File: config.mk
export PLATFORM = sky130hd
export DESIGN_NAME = pwm_sync_deadtime
export DESIGN_NICKNAME = d
export VERILOG_FILES = /design/src/rtl/pwm_sync_pkg.sv /design/src/rtl/pwm_sync_deadtime.sv
export VERILOG_INCLUDE_DIRS = /design/src /design/src/rtl
export SDC_FILE = /design/constraint.sdc
export NUM_CORES = 1
export LEC_CHECK = 0
export CAP_MARGIN = 20
export CORE_AREA = 3 3 215 217
export DETAILED_ROUTE_END_ITERATION = 7
export DIE_AREA = 0 0 218 220
export DONT_BUFFER_PORTS = 1
export GPL_TIMING_DRIVEN = 0
export PLACE_DENSITY = 0.53
export RECOVER_POWER = 25
export SLEW_MARGIN = 20
export SYNTH_ARGS = -nofsm -noshare
export SYNTH_HDL_FRONTEND = slang
export SYNTH_SLANG_ARGS = --single-unit
File: constraint.sdc
create_clock -name CLK_SYS -period 16.5 [get_ports CLK_SYS]
set_clock_uncertainty 0.1 [all_clocks]
set_input_delay 0.825 -clock CLK_SYS [delete_from_list [all_inputs] [get_ports CLK_SYS]]
set_output_delay 0.825 -clock CLK_SYS [all_outputs]
set_load 0.02 [all_outputs]
File: src/rtl/pwm_sync_params.svh
// Purpose: Register map, field positions, reset values and ratios of the PWM sync block
// Assumes: APB word registers, byte addresses below
// Notes:   Definitions only
`ifndef PWM_SYNC_PARAMS_SVH
`define PWM_SYNC_PARAMS_SVH

// Register byte offsets
`define OFS_CTRL      8'h00
`define OFS_SYNC      8'h04
`define OFS_OUTMASK   8'h08
`define OFS_CNTIN     8'h0C
`define OFS_MOD       8'h10
`define OFS_DEADTIME  8'h14
`define OFS_POL       8'h18
`define OFS_COUNT     8'h1C
`define OFS_CV_BASE   8'h20

// Control register bits
`define CTRL_MASK_SYNC 0
`define CTRL_ON_TRIGGER_A    1
`define CTRL_MAX_SEL   2
`define CTRL_MIN_SEL   3
`define CTRL_SYNC_EN   4

// Sync register bits
`define SYNC_SW        0
`define SYNC_HW_LSB    1

// Deadtime register fields
`define DT_VAL_LSB     0
`define DT_PS_LSB      6
`define DT_EN_BIT      8

// Reset values
`define MOD_RST        16'hFFFF

// Deadtime prescale ratios minus one
`define DT_DIV1_M1     4'h0
`define DT_DIV4_M1     4'h3
`define DT_DIV16_M1    4'hF

`endif

File: src/rtl/pwm_sync_pkg.sv
// Purpose: Shared types of the PWM sync block
// Assumes: Constants live in pwm_sync_params.svh
// Notes:   None
package pwm_sync_pkg;
   typedef enum logic [1:0] {
      DT_PS_DIV1A = 2'h0,
      DT_PS_DIV1B = 2'h1,
      DT_PS_DIV4  = 2'h2,
      DT_PS_DIV16 = 2'h3
   } dt_ps_e;
   typedef logic [31:0] word_t;
endpackage : pwm_sync_pkg

File: src/rtl/pwm_sync_deadtime.sv
// Purpose: PWM counter, buffered register synchronisation and deadtime insertion
// Assumes: APB slave with zero wait states; trigger inputs synchronised here
// Notes:   Channels are combined in pairs, even channel active between its two values
//
// Our own choices: the register addresses and the APB slave port.
`timescale 1ns/1ps
`include "pwm_sync_params.svh"

// How it works
// - Output-mask writes go to a buffer; live mask loads from it later.
// - Mask-sync-select 0: live mask follows buffer every clock.
// - Mask-sync-select 1: live mask loads at the next enabled trigger event.
// - Mask sync with select 1 and on_trigger_a 0 clears the trigger bit at the selected boundary.
// - Counter sync loads initial value; an on_trigger_a trigger also reloads the deadtime delay of every pair.
// - On_trigger_a 0: counter sync only at wrap from modulo to initial value.
// - On_trigger_a 1: counter forced to initial value at trigger, trigger bit cleared.
// - New initial value shows after next overflow or on_trigger_a trigger.
// - On_trigger_a 0: modulo and channel values load at selected boundary after trigger.
// - On_trigger_a 1: modulo and channel values load immediately at the trigger.
// - Trigger bit cleared at boundary (on_trigger_a 0) or at trigger (on_trigger_a 1).
// - Deadtime active only when enabled and count field non-zero.
// - One deadtime for all pairs: count times prescaled clock period.
// - Complementary outputs never both active while deadtime is enabled.
// - Polarity 0: rising edges of either channel delayed by deadtime.
// - Polarity 1: falling edges of either channel delayed by deadtime.
// - Deadtime not below even duty keeps even output inactive.
// - Deadtime not below odd duty keeps odd output inactive.
// - Hardware trigger is synchronised rising edge on an enabled input.
// - Writing 1 to software sync triggers; set wins over hardware clear.
// - Both selects: first boundary wins; neither: no update without on_trigger_a.
module pwm_sync_deadtime
   import pwm_sync_pkg::*;
#(
   parameter int NPAIR = 2,
   parameter int CW    = 16
) (
   // Clock and reset
   input  wire logic                 CLK_SYS,
   input  wire logic                 ARST_N,
   // APB slave
   input  wire logic                 PSEL,
   input  wire logic                 PENABLE,
   input  wire logic                 PWRITE,
   input  wire logic [7:0]           PADDR,
   input  wire logic [31:0]          PWDATA,
   output logic      [31:0]          PRDATA,
   output logic                      PREADY,
   output logic                      PSLVERR,
   // Hardware triggers and channel outputs
   input  wire logic [2:0]           TRIG_IN,
   output logic      [2*NPAIR-1:0]   PWM_OUT
);
   localparam int NCH = 2 * NPAIR;

   typedef struct packed {
      logic [2:0]                trig_s1;
      logic [2:0]                trig_s2;
      logic [2:0]                trig_s3;
      logic                      mask_sync;
      logic                      on_trigger_a;
      logic                      max_sel;
      logic                      min_sel;
      logic                      sync_en;
      logic                      sw_bit;
      logic                      sw_go;
      logic [2:0]                hw_en;
      logic                      pend_sw;
      logic [2:0]                pend_hw;
      logic [NCH-1:0]            mask_buf;
      logic [NCH-1:0]            mask;
      logic [CW-1:0]             cntin_buf;
      logic [CW-1:0]             cntin;
      logic [CW-1:0]             mod_buf;
      logic [CW-1:0]             mod;
      logic [CW-1:0]             cnt;
      logic [NCH-1:0][CW-1:0]    cv_buf;
      logic [NCH-1:0][CW-1:0]    cv;
      logic [5:0]                dt_val;
      logic [1:0]                dt_ps;
      logic                      dt_en;
      logic [NCH-1:0]            pol;
      logic [NPAIR-1:0]          ref_q;
      logic [NPAIR-1:0][9:0]     dt_cnt;
      logic [NCH-1:0]            out;
   } state_s;

   state_s            r_reg;
   state_s            r_next;
   logic [1:0]        rst_sync_reg;
   logic              rst_n;
   logic [NPAIR-1:0]  pair_ref;
   logic              wr;
   logic              wr_sync;
   logic [2:0]        hw_evt;
   logic              trig_evt;
   logic              wrap;
   logic              boundary;
   logic              dt_on;
   logic [9:0]        dt_len;
   logic              cv_sel;
   logic [2:0]        cv_idx;

   ////////////////////////////////////////////////////////////////////////////////
   // Reset release through two flip-flops
   always_ff @(posedge CLK_SYS or negedge ARST_N) begin
      if (!ARST_N) begin
         rst_sync_reg <= 2'h0;
      end else begin
         rst_sync_reg <= {rst_sync_reg[0], 1'b1};
      end
   end
   assign rst_n = rst_sync_reg[1];

   ////////////////////////////////////////////////////////////////////////////////
   // Pair reference: even channel active between its value and the odd value
   genvar gp;
   generate
      for (gp = 0; gp < NPAIR; gp++) begin : g_pair
         assign pair_ref[gp] = (r_reg.cnt >= r_reg.cv[2*gp]) &&
                               (r_reg.cnt < r_reg.cv[2*gp+1]);
      end
   endgenerate

   ////////////////////////////////////////////////////////////////////////////////
   // APB decode and events
   assign wr       = PSEL && PENABLE && PWRITE;
   assign wr_sync  = wr && (PADDR == `OFS_SYNC);
   assign cv_sel   = (PADDR[7:5] == 3'h1) && (int'(PADDR[4:2]) < NCH);
   assign cv_idx   = PADDR[4:2];
   assign hw_evt   = r_reg.trig_s2 & ~r_reg.trig_s3 & r_reg.hw_en;
   assign trig_evt = r_reg.sw_go || (|hw_evt);
   assign wrap     = (r_reg.cnt >= r_reg.mod);
   assign boundary = (r_reg.max_sel && (r_reg.cnt == CW'(r_reg.mod - 1'b1))) ||
                     (r_reg.min_sel && wrap);
   assign dt_on    = r_reg.dt_en && (r_reg.dt_val != 6'h0);
   assign PREADY   = 1'b1;
   assign PWM_OUT  = r_reg.out;

   always_comb begin
      PRDATA  = 32'h0;
      PSLVERR = 1'b0;
      case (PADDR)
         `OFS_CTRL:     PRDATA[4:0] = {r_reg.sync_en, r_reg.min_sel, r_reg.max_sel,
                                       r_reg.on_trigger_a, r_reg.mask_sync};
         `OFS_SYNC:     PRDATA[3:0] = {r_reg.hw_en, r_reg.sw_bit};
         `OFS_OUTMASK:  PRDATA[NCH-1:0] = r_reg.mask;
         `OFS_CNTIN:    PRDATA[CW-1:0] = r_reg.cntin;
         `OFS_MOD:      PRDATA[CW-1:0] = r_reg.mod;
         `OFS_DEADTIME: PRDATA[8:0] = {r_reg.dt_en, r_reg.dt_ps, r_reg.dt_val};
         `OFS_POL:      PRDATA[NCH-1:0] = r_reg.pol;
         `OFS_COUNT:    PRDATA[CW-1:0] = r_reg.cnt;
         default: begin
            if (cv_sel) begin
               PRDATA[CW-1:0] = r_reg.cv[cv_idx];
            end else begin
               PSLVERR = PSEL && PENABLE;
            end
         end
      endcase
   end

   ////////////////////////////////////////////////////////////////////////////////
   // Next state
   always_comb begin
      logic dt_done;
      logic even_act;
      logic odd_act;
      logic restart;
      dt_done  = 1'b0;
      even_act = 1'b0;
      odd_act  = 1'b0;
      restart  = 1'b0;
      r_next = r_reg;
      r_next.trig_s1 = TRIG_IN;
      r_next.trig_s2 = r_reg.trig_s1;
      r_next.trig_s3 = r_reg.trig_s2;
      r_next.sw_go   = 1'b0;

      // Free counting with wrap to the initial value
      if (wrap) begin
         r_next.cnt   = r_reg.cntin;
         r_next.cntin = r_reg.cntin_buf;
      end else begin
         r_next.cnt = CW'(r_reg.cnt + 1'b1);
      end

      if (!r_reg.mask_sync) begin
         r_next.mask = r_reg.mask_buf;
      end

      // Pending sync completes at the selected boundary
      if (!r_reg.on_trigger_a && boundary && (r_reg.pend_sw || (|r_reg.pend_hw))) begin
         r_next.mod = r_reg.mod_buf;
         if (r_reg.sync_en) begin
            r_next.cv = r_reg.cv_buf;
         end
         if (r_reg.pend_sw) begin
            r_next.sw_bit = 1'b0;
         end
         r_next.hw_en   = r_next.hw_en & ~r_reg.pend_hw;
         r_next.pend_sw = 1'b0;
         r_next.pend_hw = 3'h0;
      end

      if (trig_evt) begin
         if (r_reg.mask_sync) begin
            r_next.mask = r_reg.mask_buf;
         end
         if (r_reg.on_trigger_a) begin
            r_next.cnt   = r_reg.cntin_buf;
            r_next.cntin = r_reg.cntin_buf;
            r_next.mod   = r_reg.mod_buf;
            if (r_reg.sync_en) begin
               r_next.cv = r_reg.cv_buf;
            end
            if (r_reg.sw_go) begin
               r_next.sw_bit = 1'b0;
            end
            r_next.hw_en = r_next.hw_en & ~hw_evt;
            restart      = 1'b1;
         end else begin
            r_next.pend_sw = r_next.pend_sw | r_reg.sw_go;
            r_next.pend_hw = r_next.pend_hw | hw_evt;
         end
      end

      // Register writes come last so a set wins over a hardware clear
      if (wr) begin
         case (PADDR)
            `OFS_CTRL: begin
               r_next.mask_sync = PWDATA[`CTRL_MASK_SYNC];
               r_next.on_trigger_a    = PWDATA[`CTRL_ON_TRIGGER_A];
               r_next.max_sel   = PWDATA[`CTRL_MAX_SEL];
               r_next.min_sel   = PWDATA[`CTRL_MIN_SEL];
               r_next.sync_en   = PWDATA[`CTRL_SYNC_EN];
            end
            `OFS_SYNC: begin
               r_next.sw_bit = PWDATA[`SYNC_SW];
               r_next.sw_go  = PWDATA[`SYNC_SW];
               r_next.hw_en  = PWDATA[`SYNC_HW_LSB +: 3];
               // A bit cleared by software also drops its pending boundary sync
               r_next.pend_sw = r_next.pend_sw & PWDATA[`SYNC_SW];
               r_next.pend_hw = r_next.pend_hw & PWDATA[`SYNC_HW_LSB +: 3];
            end
            `OFS_OUTMASK:  r_next.mask_buf  = PWDATA[NCH-1:0];
            `OFS_CNTIN:    r_next.cntin_buf = PWDATA[CW-1:0];
            `OFS_MOD:      r_next.mod_buf   = PWDATA[CW-1:0];
            `OFS_DEADTIME: begin
               r_next.dt_val = PWDATA[`DT_VAL_LSB +: 6];
               r_next.dt_ps  = PWDATA[`DT_PS_LSB +: 2];
               r_next.dt_en  = PWDATA[`DT_EN_BIT];
            end
            `OFS_POL:      r_next.pol = PWDATA[NCH-1:0];
            default: begin
               if (cv_sel) begin
                  r_next.cv_buf[cv_idx] = PWDATA[CW-1:0];
               end
            end
         endcase
      end

      // Shared deadtime length in system clocks: count times prescale ratio
      // A free running prescaler would shorten the delay by up to one ratio
      case (dt_ps_e'(r_reg.dt_ps))
         DT_PS_DIV4: begin
            dt_len = 10'(r_reg.dt_val) * (10'(`DT_DIV4_M1) + 10'h1);
         end
         DT_PS_DIV16: begin
            dt_len = 10'(r_reg.dt_val) * (10'(`DT_DIV16_M1) + 10'h1);
         end
         default: begin
            dt_len = 10'(r_reg.dt_val) * (10'(`DT_DIV1_M1) + 10'h1);
         end
      endcase

      // Per pair deadtime and output stage
      for (int p = 0; p < NPAIR; p++) begin
         r_next.ref_q[p] = pair_ref[p];
         // Every reference edge reloads the full delay
         if ((pair_ref[p] != r_reg.ref_q[p]) || restart) begin
            r_next.dt_cnt[p] = dt_len;
         end else if (r_reg.dt_cnt[p] != 10'h0) begin
            r_next.dt_cnt[p] = 10'(r_reg.dt_cnt[p] - 1'b1);
         end
         dt_done  = !dt_on || (r_reg.dt_cnt[p] == 10'h0);
         even_act = r_reg.ref_q[p] && dt_done;
         odd_act  = !r_reg.ref_q[p] && dt_done;
         r_next.out[2*p]   = r_reg.mask[2*p]   ? r_reg.pol[2*p] :
                             (even_act ^ r_reg.pol[2*p]);
         r_next.out[2*p+1] = r_reg.mask[2*p+1] ? r_reg.pol[2*p+1] :
                             (odd_act ^ r_reg.pol[2*p+1]);
      end
   end

   always_ff @(posedge CLK_SYS or negedge rst_n) begin
      if (!rst_n) begin
         r_reg         <= '0;
         r_reg.mod     <= `MOD_RST;
         r_reg.mod_buf <= `MOD_RST;
      end else begin
         r_reg <= r_next;
      end
   end
endmodule : pwm_sync_deadtime

=== Yosys cells after proc, flatten, opt, wreduce, memory -nomap -nowiden ===
Index checks and enable logic that the tools add are counted.

* Bitwise logic cells: 16
* Reductions and logical operators: 48
* Add/sub/neg operators: 4
* Order comparisons: 8
* Mux-type cells: 50
* Equal/unequal tests: 13

{| class="wikitable"
|+ Operators with widths
! operator !! number
|-
| two-way mux 64 bit || 5
|-
| two-way mux 16 bit || 8
|-
| bitwise mux 64 bit || 1
|-
| two-way mux 32 bit || 2
|-
| greater-or-equal comparator 16 bit || 3
|-
| two-way mux 10 bit || 4
|-
| binary-select mux 16 bit (select 2 bit) || 1
|-
| demux 16 bit (select 2 bit) || 1
|-
| == test 8 x 5 -> 1 bit (second input constant) || 4
|-
| less-than comparator 16 bit || 2
|-
| case mux 4 bit (8 select lines) || 1
|-
| case mux 7 bit (4 select lines) || 1
|-
| zero test 10 bit || 2
|-
| two-way mux 4 bit || 5
|-
| case mux 10 bit (2 select lines) || 1
|-
| case mux 4 bit (5 select lines) || 1
|-
| nonzero test 10 bit || 2
|-
| subtractor 10 x 1 -> 10 bit (second input constant) || 2
|-
| adder 16 x 1 -> 16 bit (second input constant) || 1
|-
| == test 16 bit || 1
|-
| == test 8 x 4 -> 1 bit (second input constant) || 2
|-
| subtractor 16 x 1 -> 16 bit (second input constant) || 1
|-
| AND 3 bit || 5
|-
| logical AND 1 bit || 15
|-
| other kinds (30) || 68
|}

* Bits in registers: 280
* Bits of input ports: 48

=== Logic depth before layout (Yosys ltp) ===
Gate-level depths: netlist of the first run.

* Word-level depth: 13
* Gate-level depth with buffers: 13
* Mapped depth without buffers: 10

=== Least setup slack after synthesis of the first run ===
Ideal clock, no wire load.

* Path kind: input -> output
* Start point: in PADDR[0]
* End point: out PRDATA[7]
* Stages on the path: 7
* Arrival time: 2893 ps
* Path slack: 12682 ps
* Buffers on the path: 1
* Data required time: 15575 ps
* Cells stage by stage: or4_1 nor2_1 nand2_1 clkbuf_1 nor3_1 a22oi_1 nand3_1

* Longest elaborated chain between the ends: 3
* Elaborated cells between the ends (all ways): 10
* Classes of those cells: eq/ne: 7; mux: 1; reduce/logical: 2

{| class="wikitable"
|+ RTL lines
! element !! RTL line !! text
|-
| start: declaration || pwm_sync_deadtime.sv:44 || <nowiki>input wire logic [7:0] PADDR,</nowiki>
|-
| == test 8 x 3 -> 1 bit (tied with other cells) || pwm_sync_deadtime.sv:142 || <nowiki>case (PADDR)</nowiki>
|-
| OR reduction 4 bit (no line) || - ||
|-
| case mux 4 bit (5 select lines) * || pwm_sync_deadtime.sv:142 ||
|-
| end: declaration || pwm_sync_deadtime.sv:46 || <nowiki>output logic [31:0] PRDATA,</nowiki>
|}

Mark *: on every way between the ends. The rest lies on a longest branch, timed or not.

=== Worst setup path in the final report of the first run ===
* Start point: in PADDR[2]
* End point: out PRDATA[1]

* Longest elaborated chain between the ends: 4
* Elaborated cells between the ends (all ways): 14
* Classes of those cells: order compare: 1; eq/ne: 7; mux: 4; reduce/logical: 2

{| class="wikitable"
|+ RTL lines
! element !! RTL line !! text
|-
| less-than comparator 3 bit / binary-select mux 16 bit (select 2 bit) (equally long branches) || pwm_sync_deadtime.sv:128, pwm_sync_deadtime.sv:154 ||
|-
| logical AND 1 bit / two-way mux 16 bit (equally long branches) || pwm_sync_deadtime.sv:128, pwm_sync_deadtime.sv:154 ||
|-
| two-way mux 16 bit || pwm_sync_deadtime.sv:153 || <nowiki>if (cv_sel) begin</nowiki>
|-
| case mux 4 bit (8 select lines) * || pwm_sync_deadtime.sv:142 ||
|}

Mark *: on every way between the ends. The rest lies on a longest branch, timed or not. The select of a mux whose other input is x is not followed.

==> results_dict.tcl, run 1 <==
set metrics [dict create \
    detail_route.wl_per_cell_um 21.40 \
    grt_setup_unrepaired "false" \
    synth.yosys.seq_area_share_pct 45.31 \
    yosys_register_bits 280 \
    floorplan.initialDensity_pct 35.10 \
    core-area_um2 44320 \
    dieHeight_um 220 \
    slew_at_the_pin_closest_to_its_max_slew_limit_ns 2.708 \
    slew_violations 159 \
    synth_cell_type_count 68 \
    final_layout_size_suffix_gt1_share_pct 24.46 \
    cts-htree-levels 2 \
    multi_input_area_um2 7821 \
    design.portCount 86 \
    power.density_cell_area_nw_per_um2 123.2 \
    tritoncts_num_sinks 280 \
    timing_worst_setup_path_type "in2out" \
    detail_route.first_pass.iterations 5 \
    crit_path_max_fanout 10 \
    ff_latch_area_um2 7047 \
    fraction_of_registers_with_async_set_or_reset_after_synthesis_pct 100.0 \
    cp.arrival_ns 4.25 \
    yosys_warnings 0 \
    clk_root_buffer_cell "clkbuf_16" \
    io_buffer_count 0 \
    ys_dominant_reg_cell "dfrtp_1" \
    failed_checks "capacitance limit, slew limit" \
    holdBufCountCts 1 \
    routed_wl_um 44190 \
    timing.final.crit_share_pct 31.34 \
    hpwl_um 32750 \
    synth_top_area_cell "dfrtp_1" \
    outcome "finished, violations left" \
    grt_pass1_wl_um 68770 \
    utilization_pct 39.76 \
    largest_net_degree_at_the_start_of_global_routing 55 \
    timing.fmax_mhz 193.4 \
    worst_hold_slack_ns 0.2031 \
    clock_transition_at_the_registers_of_the_reported_paths_ns 0.05 \
    cp_data_required_time_ns 15.57 \
    grt.overflow.total 0 \
    grt_antenna_before_repair 0 \
    critPathCaptureType "primary output" \
    peakVddDrop_mv 0.06222 \
    route.detailed.vias_per_inst 5.326 \
    tritoncts "yes" \
    setup.worst_path.start_class "primary input" \
    worst_skew_late_latency_ns 0.55 \
    synth_cells 1386 \
    hp-class "in2reg" \
    largest_register_ffs 268 \
    tightest_slew_margin_relative_to_the_limit_pct -80.51 \
    dieArea_um2 47960 \
    gp_weighted_congestion 0.8999 \
    die_w_um 218 \
    drc 0 \
    synth_edf_count 0 \
    synth_top_cells_by_area "dfrtp_1, mux2_2, ha_1" \
    area_growth_pct 13.28 \
    total_power_w 0.002171 \
    total_of_max_cap_violations 4 \
    timing_hold_violations_final 0 \
    vias 11000 \
    p_leak_nw 8.227 \
    post_cts_resize_count 0 \
    fill_cells 4316 \
    design.final.nets 1577 \
    synth.avg_cell_area_um2 11.22 \
    postCtsSetupRepairBufs 0 \
    final.min_clock_period_ns 5.171 \
    fin_setup_tns_ns 0 \
    setup_violations 0 \
    final_cell_mix "dfrtp_1, mux2_2, nand2_1, inv_1, ha_1" \
    floorplan.rows 77 \
    post-synth-top-area-fraction_pct 39.90 \
    cts_inserted_buffers 35 \
    grt_usage_pct 18.74 \
    first_global_vias 11250 \
    netlist_area_um2 15550 \
    drtAntennaViolNets 0 \
    final_common_cell "dfrtp_1" \
    drt_iter0_drc 836 \
    clock_tree.buffer_depth 3 \
]
## metrics by stage
step	area, µm²	setup slack, ns	instances
global route	17620	10.78	2064
floorplan	15610	8.075	1402
CTS	17700	11.30	2064
detailed placement	16530	11.30	2001
finish	17620	11.33	2065
global placement	16350	4.539	1994
## Yosys cell counts, drive strengths merged (9+ instances only)
cell and instances:
a211oi 10, a21o 16, a21oi 53, a221o 11
a22o 9, a22oi 11, buf 35, clkbuf 45
dfrtp 248, dfstp 32, ha 82, inv 90
mux2 208, mux2i 33, mux4 16, nand2 119
nand2b 10, nand3 24, nand4 20, nor2 71
nor3 28, nor4 14, o21ai 63, xnor2 26
xor2 20
## critical path: stages
cell      delay (ns)
clkbuf_1        0.60
buf_1           0.84
clkbuf_1        0.78
clkbuf_1        0.48
nor2_1          0.10
a21oi_1         0.14
nor2_1          0.06
a21oi_1         0.14
nand3_1         0.26
## cells by family (layout without fill, tap and decap cells)
logic type | after synthesis | count (layout) | synth area share [%]
multiplexers | 257 | 257 | 20.95
other | 2 | 19 | 0.04828
XOR/XNOR | 46 | 46 | 2.590
flip-flops | 280 | 280 | 45.31
adder cells (fa/ha/maj) | 82 | 82 | 6.596
buffers and inverters | 171 | 241 | 4.947
AND/OR/NAND/NOR | 333 | 333 | 10.47
AO/OA/AOI/OAI | 215 | 215 | 9.098
## final timing paths
check | cells past startpoint | endpoint | slack, ns | start
setup / recovery | 9 | PRDATA[1] | 11.33 | PADDR[2]
hold / removal | 0 | r_next[274] | 0.20 | TRIG_IN[2]
setup reg to reg | 2 | r_reg[141] | 11.66 | rst_sync_reg[1]
hold reg to reg | 0 | r_next[269] | 0.23 | r_next[272]
max in group asynchronous | 2 | r_reg[141] | 11.66 | rst_sync_reg[1]
min in group asynchronous | 0 | r_reg[266] | 0.34 | rst_sync_reg[1]
## final cells by class
class	instances	area share, %
Timing Repair Buffer	8	0.4971
Buffer	80	2.429
Multi-Input combinational cell	951	44.39
Clock buffer	52	5.851
Inverter	91	1.939
Clock inverter	10	0.6817
Sequential cell	280	39.99
Tap cell	592	4.204
Antenna cell	1	0.01420
## metal layers
metal / up-vias / track usage, % / share of wire, %
met5: - / 0 / 0
met3: 95 / 2.841 / 4.3
met2: 263 / 30.50 / 47
met1: 5594 / 25.08 / 45
met4: 0 / 7.676 / 3.9
li1: 5046 / - / -
## power breakdown
| part | internal [W] | leakage (nW) | switching [W] |
|---|---|---|---|
| Clock | 0.000465 | 0.560 | 0.000306 |
| Combinational | 0.000240 | 4.00 | 0.000333 |
| Sequential | 0.000754 | 3.67 | 0.0000736 |
| Total | 0.00146 | 8.23 | 0.000712 |
(Power assumes the default switching activity.)
==> run 2: changes to the inputs <==
==> constraint.sdc (replaced) <==
create_clock -name CLK_SYS -period 5.1 [get_ports CLK_SYS]
set_clock_uncertainty 0.1 [all_clocks]
set_input_delay 0.255 -clock CLK_SYS [delete_from_list [all_inputs] [get_ports CLK_SYS]]
set_output_delay 0.255 -clock CLK_SYS [all_outputs]
set_load 0.02 [all_outputs]
==> run 2 against run 1 <==
Effect of this change: the flow still finishes with violations (capacitance limit, slew limit); first-iteration DRC count is 6.7% higher; die area did not move; register-to-register slack got worse by 11 ns.
==> results_dict.tcl, run 2 (synthesis gave the netlist of run 1 again) <==
set metrics [dict create \
    dieHeight_um 220 \
    final_critical_path_setup_slack_ns 0.9642 \
    total_of_max_cap_violations 3 \
    design.portCount 86 \
    final_layout_size_suffix_gt1_share_pct 24.26 \
    routed_wl_um 44420 \
    p_leak_nw 8.360 \
    fill_cells 4271 \
    vias 11020 \
    tritoncts_num_sinks 280 \
    r2r.worst_path.cells 9 \
    cts-htree-levels 2 \
    grt_antenna_before_repair 3 \
    floorplan.initialDensity_pct 35.10 \
    power.internal_w 0.004874 \
    critical-path-top-cell-by-count "clkbuf_1" \
    hp-class "in2reg" \
    power.density_cell_area_nw_per_um2 402.2 \
    peakVddDrop_mv 0.1986 \
    cp_data_required_time_ns 4.74 \
    regToRegSetupSlack_ns 1.06 \
    postCtsSetupRepairBufs 0 \
    final.min_clock_period_ns 4.136 \
    first_global_vias 11060 \
    slew_at_the_pin_closest_to_its_max_slew_limit_ns 2.611 \
    grt_pass1_wl_um 68090 \
    drtAntennaViolNets 0 \
    largest_net_degree_at_the_start_of_global_routing 50 \
    swShare_pct 32.33 \
    floorplan.rows 77 \
    timing.fmax_mhz 241.8 \
    io_buffer_count 0 \
    clock_transition_at_the_registers_of_the_reported_paths_ns 0.06 \
    gp_weighted_congestion 0.8807 \
    clock_tree.buffer_depth 3 \
    grt_usage_pct 18.70 \
    clk_root_buffer_cell "clkbuf_16" \
    post_layout_instance_count_excluding_filler_cells 2084 \
    failed_checks "capacitance limit, slew limit" \
    hold_path_startpoint "PADDR[1]" \
    setup.worst_path.start_class "primary input" \
    combPwrFrac_pct 26.2 \
    hpwl_um 32780 \
    placed_area_um2 16540 \
    dp_cells 2002 \
    crit_path_max_fanout 10 \
    preCtsSetupSlack_ns 0.9729 \
    tightest_slew_margin_relative_to_the_limit_pct -74.08 \
    setup_violations 0 \
    area_growth_pct 15.13 \
    outcome "finished, violations left" \
    sequential_share_of_power_pct 37.2 \
    timing.critical_path.slowest_cell_delay_ns 0.89 \
    critPathCaptureType "primary output" \
    switchingPower_w 0.002329 \
    final_cell_mix "dfrtp_1, mux2_2, nand2_1, inv_1, ha_1" \
    hold_path_end "r_reg[262]" \
    timing.final.crit_share_pct 81.09 \
    die_w_um 218 \
    fin_setup_tns_ns 0 \
    design.final.nets 1597 \
    worst_path_max_delay_cell "buf_1" \
    non_filler_cell_area_final_um2 17910 \
    cts_inserted_buffers 34 \
    rr_endpoint "r_reg[16]" \
    timing_worst_setup_path_type "in2out" \
    route.detailed.vias_per_inst 5.288 \
    tritoncts "yes" \
    worst_hold_slack_ns 0.03431 \
    critPathTopFamily "buffers and inverters" \
    cp.arrival_ns 3.78 \
    largest_register_ffs 268 \
    pwr-share-clk_pct 36.5 \
    drt_iter0_drc 892 \
    cp_bufs_invs 4 \
    antennaDiodeCount 0 \
    post_cts_resize_count 0 \
    grt_setup_unrepaired "false" \
    timing_hold_violations_final 0 \
    final_common_cell "dfrtp_1" \
    worst_skew_late_latency_ns 0.55 \
    core-area_um2 44320 \
    detail_route.wl_per_cell_um 21.31 \
    r2r-start "r_reg[179]" \
    critical_path.cell_chain "clkbuf_1, buf_1, clkbuf_1, clkbuf_1, a22oi_1, o21ai_0, a21oi_1, nand2_1" \
    grt.overflow.total 0 \
    slew_violations 130 \
    holdBufCountCts 21 \
    dieArea_um2 47960 \
    min_path_cells 3 \
    drc 0 \
    detail_route.first_pass.iterations 5 \
]
==> run 2: changes by cell type in the layout (fill, tap and decap cells not counted), moves of 2 or more <==
cell | before | now
bufinv_16 | 2 | 5
clkbuf_1 | 58 | 54
clkbuf_8 | 7 | 5
dlygate4sd3_1 | 1 | 21
==> run 2: metal layers <==
metal  part of all wire [%]  track usage [%]  vias up
li1                       -                -     5098
met5                  0.029                0        -
met2                     47            30.17      289
met4                    2.7            6.414        2
met1                     46            25.45     5552
met3                    4.5            3.254       80
==> run 2: power by group through the flow <==
stage | clock (W) | combinational (W) | sequential [W]
global route | 0.00281 | 0.00211 | 0.00271
global placement | 0 | 0.00176 | 0.00275
CTS | 0.00270 | 0.00189 | 0.00268
detailed placement | 0 | 0.00185 | 0.00271
floorplan | 0 | 0.00142 | 0.00265
finish | 0.00263 | 0.00189 | 0.00268
==> run 2: cell type report <==
type / instances / area, µm² / share of cell area [%]
buffer: 80 / 427.9 / 2.390
inverter: 91 / 341.6 / 1.907
sequential: 280 / 7047 / 39.35
tap: 592 / 740.7 / 4.136
multi-input combinational: 951 / 7825 / 43.70
timing repair buffer: 29 / 307.8 / 1.719
clock inverter: 13 / 200.2 / 1.118
clock buffer: 48 / 1017 / 5.681
==> run 2: worst reg2reg max path: stages (launching register included) <==
cell and delay (ns):
dfrtp_1 0.57, ha_1 0.39, nand4_1 0.08, or2_2 0.30, a2111oi_0 0.37, a21oi_1 0.12
a211oi_1 0.99, mux2i_1 0.28, buf_2 0.33, mux2_2 0.38
==> run 2: worst max-delay path by stage <==
stage	start	end	slack, ns	cells after the start
2_1_floorplan	rst_sync_reg[1]	PWM_OUT[0]	0.44	0
4_1_cts	PADDR[2]	PRDATA[3]	0.98	8
3_5_place_dp	PADDR[2]	PRDATA[3]	0.97	8
3_3_place_gp	rst_sync_reg[1]	r_reg[244]	-1.51	0
5_1_grt	PADDR[2]	PRDATA[3]	0.79	8
6_report	PADDR[2]	PRDATA[3]	0.96	8
==> run 2: through the flow <==
stage | utilization [%] | power, W
3_3_place_gp | 36.91 | 0.004510
3_5_place_dp | 37.32 | 0.004566
4_1_cts | 40.54 | 0.007269
2_1_floorplan | - | 0.004067
6_report | 40.41 | 0.007202
5_1_grt | 40.41 | 0.007626
